[config.mk]
export PLATFORM = sky130hd
export DESIGN_NAME = cfgbk_global_regs
export DESIGN_NICKNAME = d
export VERILOG_FILES = /design/src/rtl/cfgbk_pkg.sv /design/src/rtl/cfgbk_port_decode.sv /design/src/rtl/cfgbk_clock_gate.sv /design/src/rtl/cfgbk_global_regs.sv
export SDC_FILE = /design/constraint.sdc
export NUM_CORES = 1
export LEC_CHECK = 0
export ABC_AREA = 1
export BUFFER_PORTS_ARGS = -buffer_cell sky130_fd_sc_hd__buf_2
export CAP_MARGIN = 40
export CORE_MARGIN = 5
export CORE_UTILIZATION = 30
export CTS_BUF_LIST = sky130_fd_sc_hd__clkbuf_8
export DETAILED_ROUTE_END_ITERATION = 16
export GPL_ROUTABILITY_DRIVEN = 1
export PLACE_DENSITY_LB_ADDON = 0.15
export SETUP_SLACK_MARGIN = 0.02
export SLEW_MARGIN = 10
export SYNTH_ARGS = -nofsm -noshare
export SYNTH_HDL_FRONTEND = slang
export SYNTH_SLANG_ARGS = --single-unit
[constraint.sdc]
create_clock -name clock -period 2.1 [get_ports clock]
set_clock_uncertainty 0.1 [all_clocks]
set_input_delay 0 -clock clock [delete_from_list [all_inputs] [get_ports clock]]
set_output_delay 0 -clock clock [all_outputs]
set_load 0.01 [all_outputs]
[src/rtl/cfgbk_pkg.sv]
/*
  Constants, field layouts and carrier types for the global configuration
  register bank. Assumes an eight-bit index/data port pair on a host I/O bus.
*/
package cfgbk_pkg;

  // Global register indices
  localparam logic [7:0] CFGBK_IDX_CONFIG_CONTROL = 8'h02;
  localparam logic [7:0] CFGBK_IDX_RUN_INDEX_ADDRESS = 8'h03;
  localparam logic [7:0] CFGBK_IDX_UNIT_SELECT = 8'h07;
  localparam logic [7:0] CFGBK_IDX_DEVICE_IDENTITY = 8'h20;
  localparam logic [7:0] CFGBK_IDX_DEVICE_REVISION = 8'h21;
  localparam logic [7:0] CFGBK_IDX_UNIT_POWER_ENABLE = 8'h22;
  localparam logic [7:0] CFGBK_IDX_AUTO_POWER_MANAGEMENT = 8'h23;
  localparam logic [7:0] CFGBK_IDX_OSCILLATOR_SELECT = 8'h24;
  localparam logic [7:0] CFGBK_IDX_CONFIG_ADDRESS_LOW = 8'h26;
  localparam logic [7:0] CFGBK_IDX_CONFIG_ADDRESS_HIGH = 8'h27;
  localparam logic [7:0] CFGBK_IDX_CLOCK_OUTPUT_MASK = 8'h28;

  // Field positions and implemented-bit masks
  localparam int CFGBK_SOFT_RESET_BIT = 0;
  localparam int CFGBK_RUN_ACCESS_BIT = 7;
  localparam logic [7:0] CFGBK_RUN_INDEX_MASK = 8'h83;
  localparam logic [7:0] CFGBK_POWER_MASK = 8'h7f;
  localparam logic [7:0] CFGBK_APM_MASK = 8'h3f;
  localparam logic [7:0] CFGBK_OSC_MASK = 8'h05;
  localparam int CFGBK_OSC_HS_SEL_BIT = 0;
  localparam logic [7:0] CFGBK_ADDR_LOW_MASK = 8'hfe;
  localparam logic [7:0] CFGBK_CLOCK_MASK_MASK = 8'h1f;
  localparam int CFGBK_NUM_CLOCKS = 5;

  // Reset values
  localparam logic [7:0] CFGBK_RST_RUN_INDEX_ADDRESS = 8'h03;
  localparam logic [7:0] CFGBK_RST_UNIT_SELECT = 8'h00;
  localparam logic [7:0] CFGBK_RST_UNIT_POWER_ENABLE = 8'h00;
  localparam logic [7:0] CFGBK_RST_AUTO_POWER_MANAGEMENT = 8'h00;
  localparam logic [7:0] CFGBK_RST_OSCILLATOR_SELECT = 8'h04;
  localparam logic [7:0] CFGBK_RST_ADDR_LOW_STRAP_LOW = 8'hf0;
  localparam logic [7:0] CFGBK_RST_ADDR_LOW_STRAP_HIGH = 8'h70;
  localparam logic [7:0] CFGBK_RST_CONFIG_ADDRESS_HIGH = 8'h03;
  localparam logic [7:0] CFGBK_RST_CLOCK_OUTPUT_MASK = 8'h00;
  localparam logic [7:0] CFGBK_RST_INDEX = 8'h00;

  // Strap capture sequence, one-hot
  typedef enum logic [1:0] {
    CFGBK_ST_STRAP = 2'b01,
    CFGBK_ST_RUN = 2'b10
  } cfgbk_state_e;

  // One host bus cycle as seen by the bank
  typedef struct packed {
    logic [15:0] addr;
    logic [7:0] wdata;
    logic wr;
    logic rd;
  } cfgbk_host_req_s;

endpackage : cfgbk_pkg

[src/rtl/cfgbk_port_decode.sv]
/*
  Index/data port address decoder for the configuration port pair.
  Assumes the port base is even; index sits at the base, data one above.
*/
`timescale 1ns/10ps
`default_nettype none
module cfgbk_port_decode
  import cfgbk_pkg::*;
(
  input wire cfgbk_host_req_s req,
  input wire logic [15:0] port_base,
  output logic index_hit,
  output logic data_hit
);

  // Full sixteen-bit compare so the pair is not aliased
  always_comb begin
    index_hit = (req.addr == port_base);
    data_hit = (req.addr == (port_base | 16'h0001));
  end

endmodule : cfgbk_port_decode
`default_nettype wire

[src/rtl/cfgbk_clock_gate.sv]
/*
  Clock output masking: a masked clock stops and its pin is released.
  Assumes the source clocks are free running and supplied from outside.
*/
`timescale 1ns/10ps
`default_nettype none
module cfgbk_clock_gate
  import cfgbk_pkg::*;
(
  input wire logic clock,
  input wire logic rst,
  input wire logic [CFGBK_NUM_CLOCKS-1:0] mask,
  input wire logic [CFGBK_NUM_CLOCKS-1:0] clk_src,
  output logic [CFGBK_NUM_CLOCKS-1:0] clk_out,
  output logic [CFGBK_NUM_CLOCKS-1:0] clk_oe
);

  logic [CFGBK_NUM_CLOCKS-1:0] oe_q;
  logic [CFGBK_NUM_CLOCKS-1:0] oe_d;

  // Enable follows the inverted mask register one cycle later
  always_comb begin
    oe_d = ~mask;
  end

  always_ff @(posedge clock or posedge rst) begin
    if (rst) begin
      oe_q <= '0;
    end else begin
      oe_q <= oe_d;
    end
  end

  // Masked clocks are held low and released
  always_comb begin
    clk_out = clk_src & oe_q;
    clk_oe = oe_q;
  end

endmodule : cfgbk_clock_gate
`default_nettype wire

[src/rtl/cfgbk_global_regs.sv]
/*
  Global configuration register bank behind the configuration index/data pair.
  Assumes config_mode comes from the entry logic and sysopt is stable at reset.
*/
`timescale 1ns/10ps
`default_nettype none
module cfgbk_global_regs
  import cfgbk_pkg::*;
#(
  parameter logic [7:0] DEVICE_IDENTITY = 8'h5a, // Arbitrary value
  parameter logic [7:0] DEVICE_REVISION = 8'h0b, // Arbitrary value
  parameter logic HS_SEL_48MHZ_LEVEL = 1'b1,
  parameter logic [1:0] RUN_INDEX_ENCODING = 2'b00
)
(
  input wire logic clock,
  input wire logic rst,
  input wire logic sysopt,
  input wire logic config_mode,
  input wire cfgbk_host_req_s host_req,
  output logic [7:0] host_rd_data,
  output logic host_rd_valid,
  output logic soft_reset_pulse,
  output logic run_gp_access_enable,
  output logic [1:0] run_index_select,
  output logic run_index_is_default,
  output logic [7:0] unit_select,
  output logic [6:0] unit_power_enable,
  output logic [5:0] auto_power_enable,
  output logic hs_clock_is_48mhz,
  output logic [15:0] config_port_base,
  input wire logic [CFGBK_NUM_CLOCKS-1:0] clk_src,
  output logic [CFGBK_NUM_CLOCKS-1:0] clk_out,
  output logic [CFGBK_NUM_CLOCKS-1:0] clk_oe
);

  logic [7:0] index_q, index_d;
  logic [7:0] runidx_q, runidx_d;
  logic [7:0] unitsel_q, unitsel_d;
  logic [7:0] pwr_q, pwr_d;
  logic [7:0] apm_q, apm_d;
  logic [7:0] osc_q, osc_d;
  logic [7:0] addrlo_q, addrlo_d;
  logic [7:0] addrhi_q, addrhi_d;
  logic [7:0] clkmask_q, clkmask_d;
  logic [15:0] base_q, base_d;
  logic soft_q, soft_d;
  logic [7:0] rdata_q, rdata_d;
  logic rvalid_q, rvalid_d;
  cfgbk_state_e state_q, state_d;
  logic index_hit, data_hit;
  logic live, wr_index, wr_data, rd_any, soft_now;

  // Readback with implemented-bit masks; everything else reads zero
  function automatic logic [7:0] reg_read(input logic [7:0] idx);
    case (idx)
      CFGBK_IDX_RUN_INDEX_ADDRESS: reg_read = runidx_q & CFGBK_RUN_INDEX_MASK;
      CFGBK_IDX_UNIT_SELECT: reg_read = unitsel_q;
      CFGBK_IDX_DEVICE_IDENTITY: reg_read = DEVICE_IDENTITY;
      CFGBK_IDX_DEVICE_REVISION: reg_read = DEVICE_REVISION;
      CFGBK_IDX_UNIT_POWER_ENABLE: reg_read = pwr_q & CFGBK_POWER_MASK;
      CFGBK_IDX_AUTO_POWER_MANAGEMENT: reg_read = apm_q & CFGBK_APM_MASK;
      CFGBK_IDX_OSCILLATOR_SELECT: reg_read = osc_q & CFGBK_OSC_MASK;
      CFGBK_IDX_CONFIG_ADDRESS_LOW: reg_read = addrlo_q & CFGBK_ADDR_LOW_MASK;
      CFGBK_IDX_CONFIG_ADDRESS_HIGH: reg_read = addrhi_q;
      CFGBK_IDX_CLOCK_OUTPUT_MASK: reg_read = clkmask_q & CFGBK_CLOCK_MASK_MASK;
      default: reg_read = 8'h00;
    endcase
  endfunction : reg_read

  cfgbk_port_decode u_decode (
    .req(host_req),
    .port_base(base_q),
    .index_hit(index_hit),
    .data_hit(data_hit)
  );

  // Access qualification: only in configuration mode, after strap capture
  always_comb begin
    live = config_mode && (state_q == CFGBK_ST_RUN);
    wr_index = live && host_req.wr && index_hit;
    wr_data = live && host_req.wr && data_hit;
    rd_any = live && host_req.rd && (index_hit || data_hit);
    soft_now = wr_data && (index_q == CFGBK_IDX_CONFIG_CONTROL) && host_req.wdata[CFGBK_SOFT_RESET_BIT];
  end

  // Next values of the register file, strap capture and soft reset
  always_comb begin
    index_d = index_q;
    runidx_d = runidx_q;
    unitsel_d = unitsel_q;
    pwr_d = pwr_q;
    apm_d = apm_q;
    osc_d = osc_q;
    addrlo_d = addrlo_q;
    addrhi_d = addrhi_q;
    clkmask_d = clkmask_q;
    base_d = base_q;
    state_d = state_q;
    soft_d = soft_now;
    case (state_q)
      CFGBK_ST_STRAP: begin
        addrlo_d = sysopt ? CFGBK_RST_ADDR_LOW_STRAP_HIGH : CFGBK_RST_ADDR_LOW_STRAP_LOW;
        base_d = {addrhi_q, addrlo_d};
        state_d = CFGBK_ST_RUN;
      end
      CFGBK_ST_RUN: begin
        if (wr_index) begin
          index_d = host_req.wdata;
        end
        if (soft_now) begin
          // Soft reset leaves the port address alone
          runidx_d = CFGBK_RST_RUN_INDEX_ADDRESS;
          unitsel_d = CFGBK_RST_UNIT_SELECT;
          pwr_d = CFGBK_RST_UNIT_POWER_ENABLE;
          apm_d = CFGBK_RST_AUTO_POWER_MANAGEMENT;
          osc_d = CFGBK_RST_OSCILLATOR_SELECT;
          clkmask_d = CFGBK_RST_CLOCK_OUTPUT_MASK;
        end else if (wr_data) begin
          case (index_q)
            CFGBK_IDX_RUN_INDEX_ADDRESS: runidx_d = host_req.wdata & CFGBK_RUN_INDEX_MASK;
            CFGBK_IDX_UNIT_SELECT: unitsel_d = host_req.wdata;
            CFGBK_IDX_UNIT_POWER_ENABLE: pwr_d = host_req.wdata & CFGBK_POWER_MASK;
            CFGBK_IDX_AUTO_POWER_MANAGEMENT: apm_d = host_req.wdata & CFGBK_APM_MASK;
            CFGBK_IDX_OSCILLATOR_SELECT: osc_d = host_req.wdata & CFGBK_OSC_MASK;
            CFGBK_IDX_CONFIG_ADDRESS_LOW: addrlo_d = host_req.wdata & CFGBK_ADDR_LOW_MASK;
            CFGBK_IDX_CONFIG_ADDRESS_HIGH: begin
              addrhi_d = host_req.wdata;
              base_d = {host_req.wdata, addrlo_q & CFGBK_ADDR_LOW_MASK};
            end
            CFGBK_IDX_CLOCK_OUTPUT_MASK: clkmask_d = host_req.wdata & CFGBK_CLOCK_MASK_MASK;
            default: begin end
          endcase
        end
      end
      default: state_d = CFGBK_ST_STRAP;
    endcase
  end

  // Register file; hard reset loads every documented default
  always_ff @(posedge clock or posedge rst) begin
    if (rst) begin
      index_q <= CFGBK_RST_INDEX;
      runidx_q <= CFGBK_RST_RUN_INDEX_ADDRESS;
      unitsel_q <= CFGBK_RST_UNIT_SELECT;
      pwr_q <= CFGBK_RST_UNIT_POWER_ENABLE;
      apm_q <= CFGBK_RST_AUTO_POWER_MANAGEMENT;
      osc_q <= CFGBK_RST_OSCILLATOR_SELECT;
      addrlo_q <= CFGBK_RST_ADDR_LOW_STRAP_LOW;
      addrhi_q <= CFGBK_RST_CONFIG_ADDRESS_HIGH;
      clkmask_q <= CFGBK_RST_CLOCK_OUTPUT_MASK;
      base_q <= {CFGBK_RST_CONFIG_ADDRESS_HIGH, CFGBK_RST_ADDR_LOW_STRAP_LOW};
      soft_q <= 1'b0;
      state_q <= CFGBK_ST_STRAP;
    end else begin
      index_q <= index_d;
      runidx_q <= runidx_d;
      unitsel_q <= unitsel_d;
      pwr_q <= pwr_d;
      apm_q <= apm_d;
      osc_q <= osc_d;
      addrlo_q <= addrlo_d;
      addrhi_q <= addrhi_d;
      clkmask_q <= clkmask_d;
      base_q <= base_d;
      soft_q <= soft_d;
      state_q <= state_d;
    end
  end

  // Read answer: index port returns the index, data port the selection
  always_comb begin
    rvalid_d = rd_any;
    rdata_d = rdata_q;
    if (rd_any) begin
      rdata_d = index_hit ? index_q : reg_read(index_q);
    end
  end

  always_ff @(posedge clock or posedge rst) begin
    if (rst) begin
      rdata_q <= 8'h00;
      rvalid_q <= 1'b0;
    end else begin
      rdata_q <= rdata_d;
      rvalid_q <= rvalid_d;
    end
  end

  cfgbk_clock_gate u_clocks (
    .clock(clock),
    .rst(rst),
    .mask(clkmask_q[CFGBK_NUM_CLOCKS-1:0]),
    .clk_src(clk_src),
    .clk_out(clk_out),
    .clk_oe(clk_oe)
  );

  // Control outputs to the units and the run-mode port logic
  always_comb begin
    host_rd_data = rdata_q;
    host_rd_valid = rvalid_q;
    soft_reset_pulse = soft_q;
    run_gp_access_enable = runidx_q[CFGBK_RUN_ACCESS_BIT];
    run_index_select = runidx_q[1:0];
    run_index_is_default = (runidx_q[1:0] == RUN_INDEX_ENCODING);
    unit_select = unitsel_q;
    unit_power_enable = pwr_q[6:0];
    auto_power_enable = apm_q[5:0];
    hs_clock_is_48mhz = (osc_q[CFGBK_OSC_HS_SEL_BIT] == HS_SEL_48MHZ_LEVEL);
    config_port_base = base_q;
  end
endmodule : cfgbk_global_regs
`default_nettype wire

==> flow_summary.ini <==
[synthesis]
avgSynthCellArea_um2 = 7.289
syn_inst = 664
synth-simple-area-share_pct = 38.39
synth_top_family_by_area = simple AND/OR/NAND/NOR gates
synth_xor_area_share_pct = 0.9049
synthMuxAreaShare_pct = 0
synth_seq_cells = 86
yosys.area.top_type_share_pct = 36.19
ys_async_sr_fraction_pct = 100.0
ys.flop_type = dfrtp_1
synth_enable_flop_cells = 0
syn_area_mm2 = 0.004840
synth_area_leaders = dfrtp_1 36%, nand2_1 19%, dfstp_2 8.7%
yosys_warnings = 0
synth_fa_ha_area_share_pct = 0
synth-compound-area-share_pct = 6.024
seq_area_frac_synth_pct = 44.88
synth_cell_types = 36
yosys.area.top_type = dfrtp_1
synth_nets = 699

[clocking]
clockRootBuffer = clkbuf_8
cts_buffers = 9
numClockSinks = 86
cts_buffer_depth = 2
cts_tree = built
insertion_delay_ps = 390
htreeDepth = 3
clk_pin_slew_worst_paths_ps = 90

[cells_and_area]
fillCellCount = 1725
mostFrequentLayoutCells = 237 x nand2_1, 95 x buf_2, 70 x inv_1, 70 x dfrtp_1, 57 x nand3_1
register_area_mm2 = 0.002172
antennaDiodeCount = 0
syn2layout_area_growth_pct = 28.70
multi_input_area_mm2 = 0.002325
post-route-util_pct = 39.35
stdcell_area_mm2 = 0.006228
nNetsFinal = 834
layout_commonest_cell = nand2_1
drive_above_1_share_pct = 28.11
instances_no_fill = 1020

[power]
sequentialPowerShare_pct = 54.0
clkPwrFrac_pct = 39.0
combPwrFrac_pct = 6.9
power_leakage_nw = 3.418
switching_share_pct = 24.84
vdd_ir_drop_max_uv = 314.9
p_switching_mw = 0.7650
power.density_mw_per_mm2 = 494.5
p_int_mw = 2.315

[setup_path]
cp.required_ps = 2320
cp-end-kind = register
cp.arrival_ps = 2250
criticalPathCategory = register to register
cp_max_fo = 5
worstSetupStartpointType = register

[global_route]
track_usage_pct = 17.12
use_met2_pct = 27.28
grt_util_met3_pct = 3.640
grt_start_max_net_pins = 57
grt_pass1_wl_mm = 24.89
grt_antenna_before_repair = 0
top_usage_layer = met2
grt_pass1_vias = 4646
met1_usage_pct = 23.67
grt_overflow = 0

[detailed_routing]
drt_first_pass_iters = 4
wirelength_mm = 16.37
wire_per_inst_um = 16.05
first_iter_violations = 290
drc_errors = 0
detail-route-antenna-nets = 0
vias = 4771
via_per_inst = 4.677

[min_path]
min_path_type = primary input to register

[placed_design]
numPortBuffers = 95
place.gp.congestion = 0.8693
dp_hpwl_mm = 11.90
dp_cells = 976
place_area_mm2 = 0.005590

[sta]
relSlewSlack_pct = 52.63
hold_ws_ps = 35.97
rsz0062_at_grt = yes
setup_violations = 0
tightest_slew_ps = 710.6
tns_ps = 0
post-route-period-util_pct = 96.46
post-route-min-period_ps = 2026
drv_slew = 0
final-hold-violation-count = 0
fmax_mhz = 493.7

[run]
cap_violations = 0

[floorplan]
core_mm2 = 0.01583
rows = 46
die_area_mm2 = 0.01877
die_w_um = 137.0
die_y_um = 137.0
pin_count = 97
initial_core_util_pct = 30.58

[outcome]
status = complete, no violations
==> final timing paths <==
check | from | to | slack (ps) | cells past startpoint
max | config_port_base[5]$_DFFE_PP1P_ | config_port_base[2]$_DFFE_PP0P_ | 70 | 11
max reg2reg | config_port_base[5]$_DFFE_PP1P_ | config_port_base[2]$_DFFE_PP0P_ | 70 | 11
min reg2reg | addrlo_q[6]$_DFFE_PP1P_ | addrlo_q[6]$_DFFE_PP1P_ | 370 | 2
max in group asynchronous | rst | host_rd_data[3]$_DFFE_PP0P_ | 1120 | 4
min in group asynchronous | rst | unit_select[7]$_DFFE_PP0P_ | 160 | 4
min | config_mode | host_rd_valid$_DFF_PP0_ | 40 | 5
==> repair_timing <==
action                                  in CTS  in global routing
endpoints found under the hold margin      128                  0
gates resized for setup                      0                 37
buffers inserted                             0                 11
hold buffers                                12                  0
endpoints found under the setup margin       0                 72
==> cells by family (layout without fill, tap and decap cells) <==
logic type             after synthesis  in the layout
AO/OA/AOI/OAI                       52             52
XOR/XNOR                             5              5
buffers and inverters              102            241
flip-flops                          86             86
other                                1              1
AND/OR/NAND/NOR                    418            419
==> flip-flops by register name, indices dropped and copies added (netlist names), 3 cells and up <==
register,flops
host_rd_data,8
unit_select,8
addrhi_q,8
config_port_base,15
addrlo_q,7
u_clocks.clk_oe,5
index_q,8
apm_q,6
runidx_q,3
clkmask_q,5
pwr_q,7
==> metal layers <==
layer / wire length [µm] / share of wire [%] / vias up
met5: 0 / 0 / -
met4: 206 / 1.3 / 0
met3: 1020 / 6.2 / 17
met2: 7565 / 46 / 145
met1: 7575 / 46 / 2240
li1: - / - / 2369
==> cells in the mapped netlist, types with 3 or more instances <==
cell	count
inv_2	7
nand3_2	3
buf_2	3
nor2_2	5
clkbuf_1	3
dfrtp_1	70
o21ai_0	16
nand4_1	25
nand3_1	58
nor2_1	52
nand2_2	8
dfstp_2	16
a21oi_1	3
or2_2	3
buf_6	10
xnor2_1	3
nand2_1	251
inv_1	75
o21ai_1	28
==> cell type report <==
class	count	area share, %
clock buffers	10	2.210
clock inverters	6	0.9843
inverters	84	5.183
multi-input cells	477	37.32
flip-flops and latches	86	34.87
well taps	216	4.339
repair buffers	141	15.09
==> power by group through the flow <==
stage	clock network, mW	logic, mW	registers (mW)
2_1_floorplan	0	0.0982	1.70
3_3_place_gp	0	0.191	1.70
3_5_place_dp	0	0.192	1.70
4_1_cts	1.24	0.210	1.66
5_1_grt	1.29	0.245	1.67
6_report	1.20	0.214	1.66
==> worst max-delay path, cell delays in order (launching register included) <==
cell     delay (ps)
dfstp_2         590
inv_2            50
nand2_1          50
nand2_1          50
nor2_1          100
nand2_1         110
nor2_4          130
nand3_4         170
a21oi_4         290
buf_6           150
nand4_1         100
nand2_1          90
==> metrics by stage <==
step           setup slack (ps)  power, mW
2_1_floorplan             272.6      1.794
3_3_place_gp              75.88      1.887
3_5_place_dp              80.70      1.888
4_1_cts                   58.37      3.113
5_1_grt                  -44.29      3.200
6_report                  74.28      3.080
No activity file was read; power rests on OpenSTA's default activity.
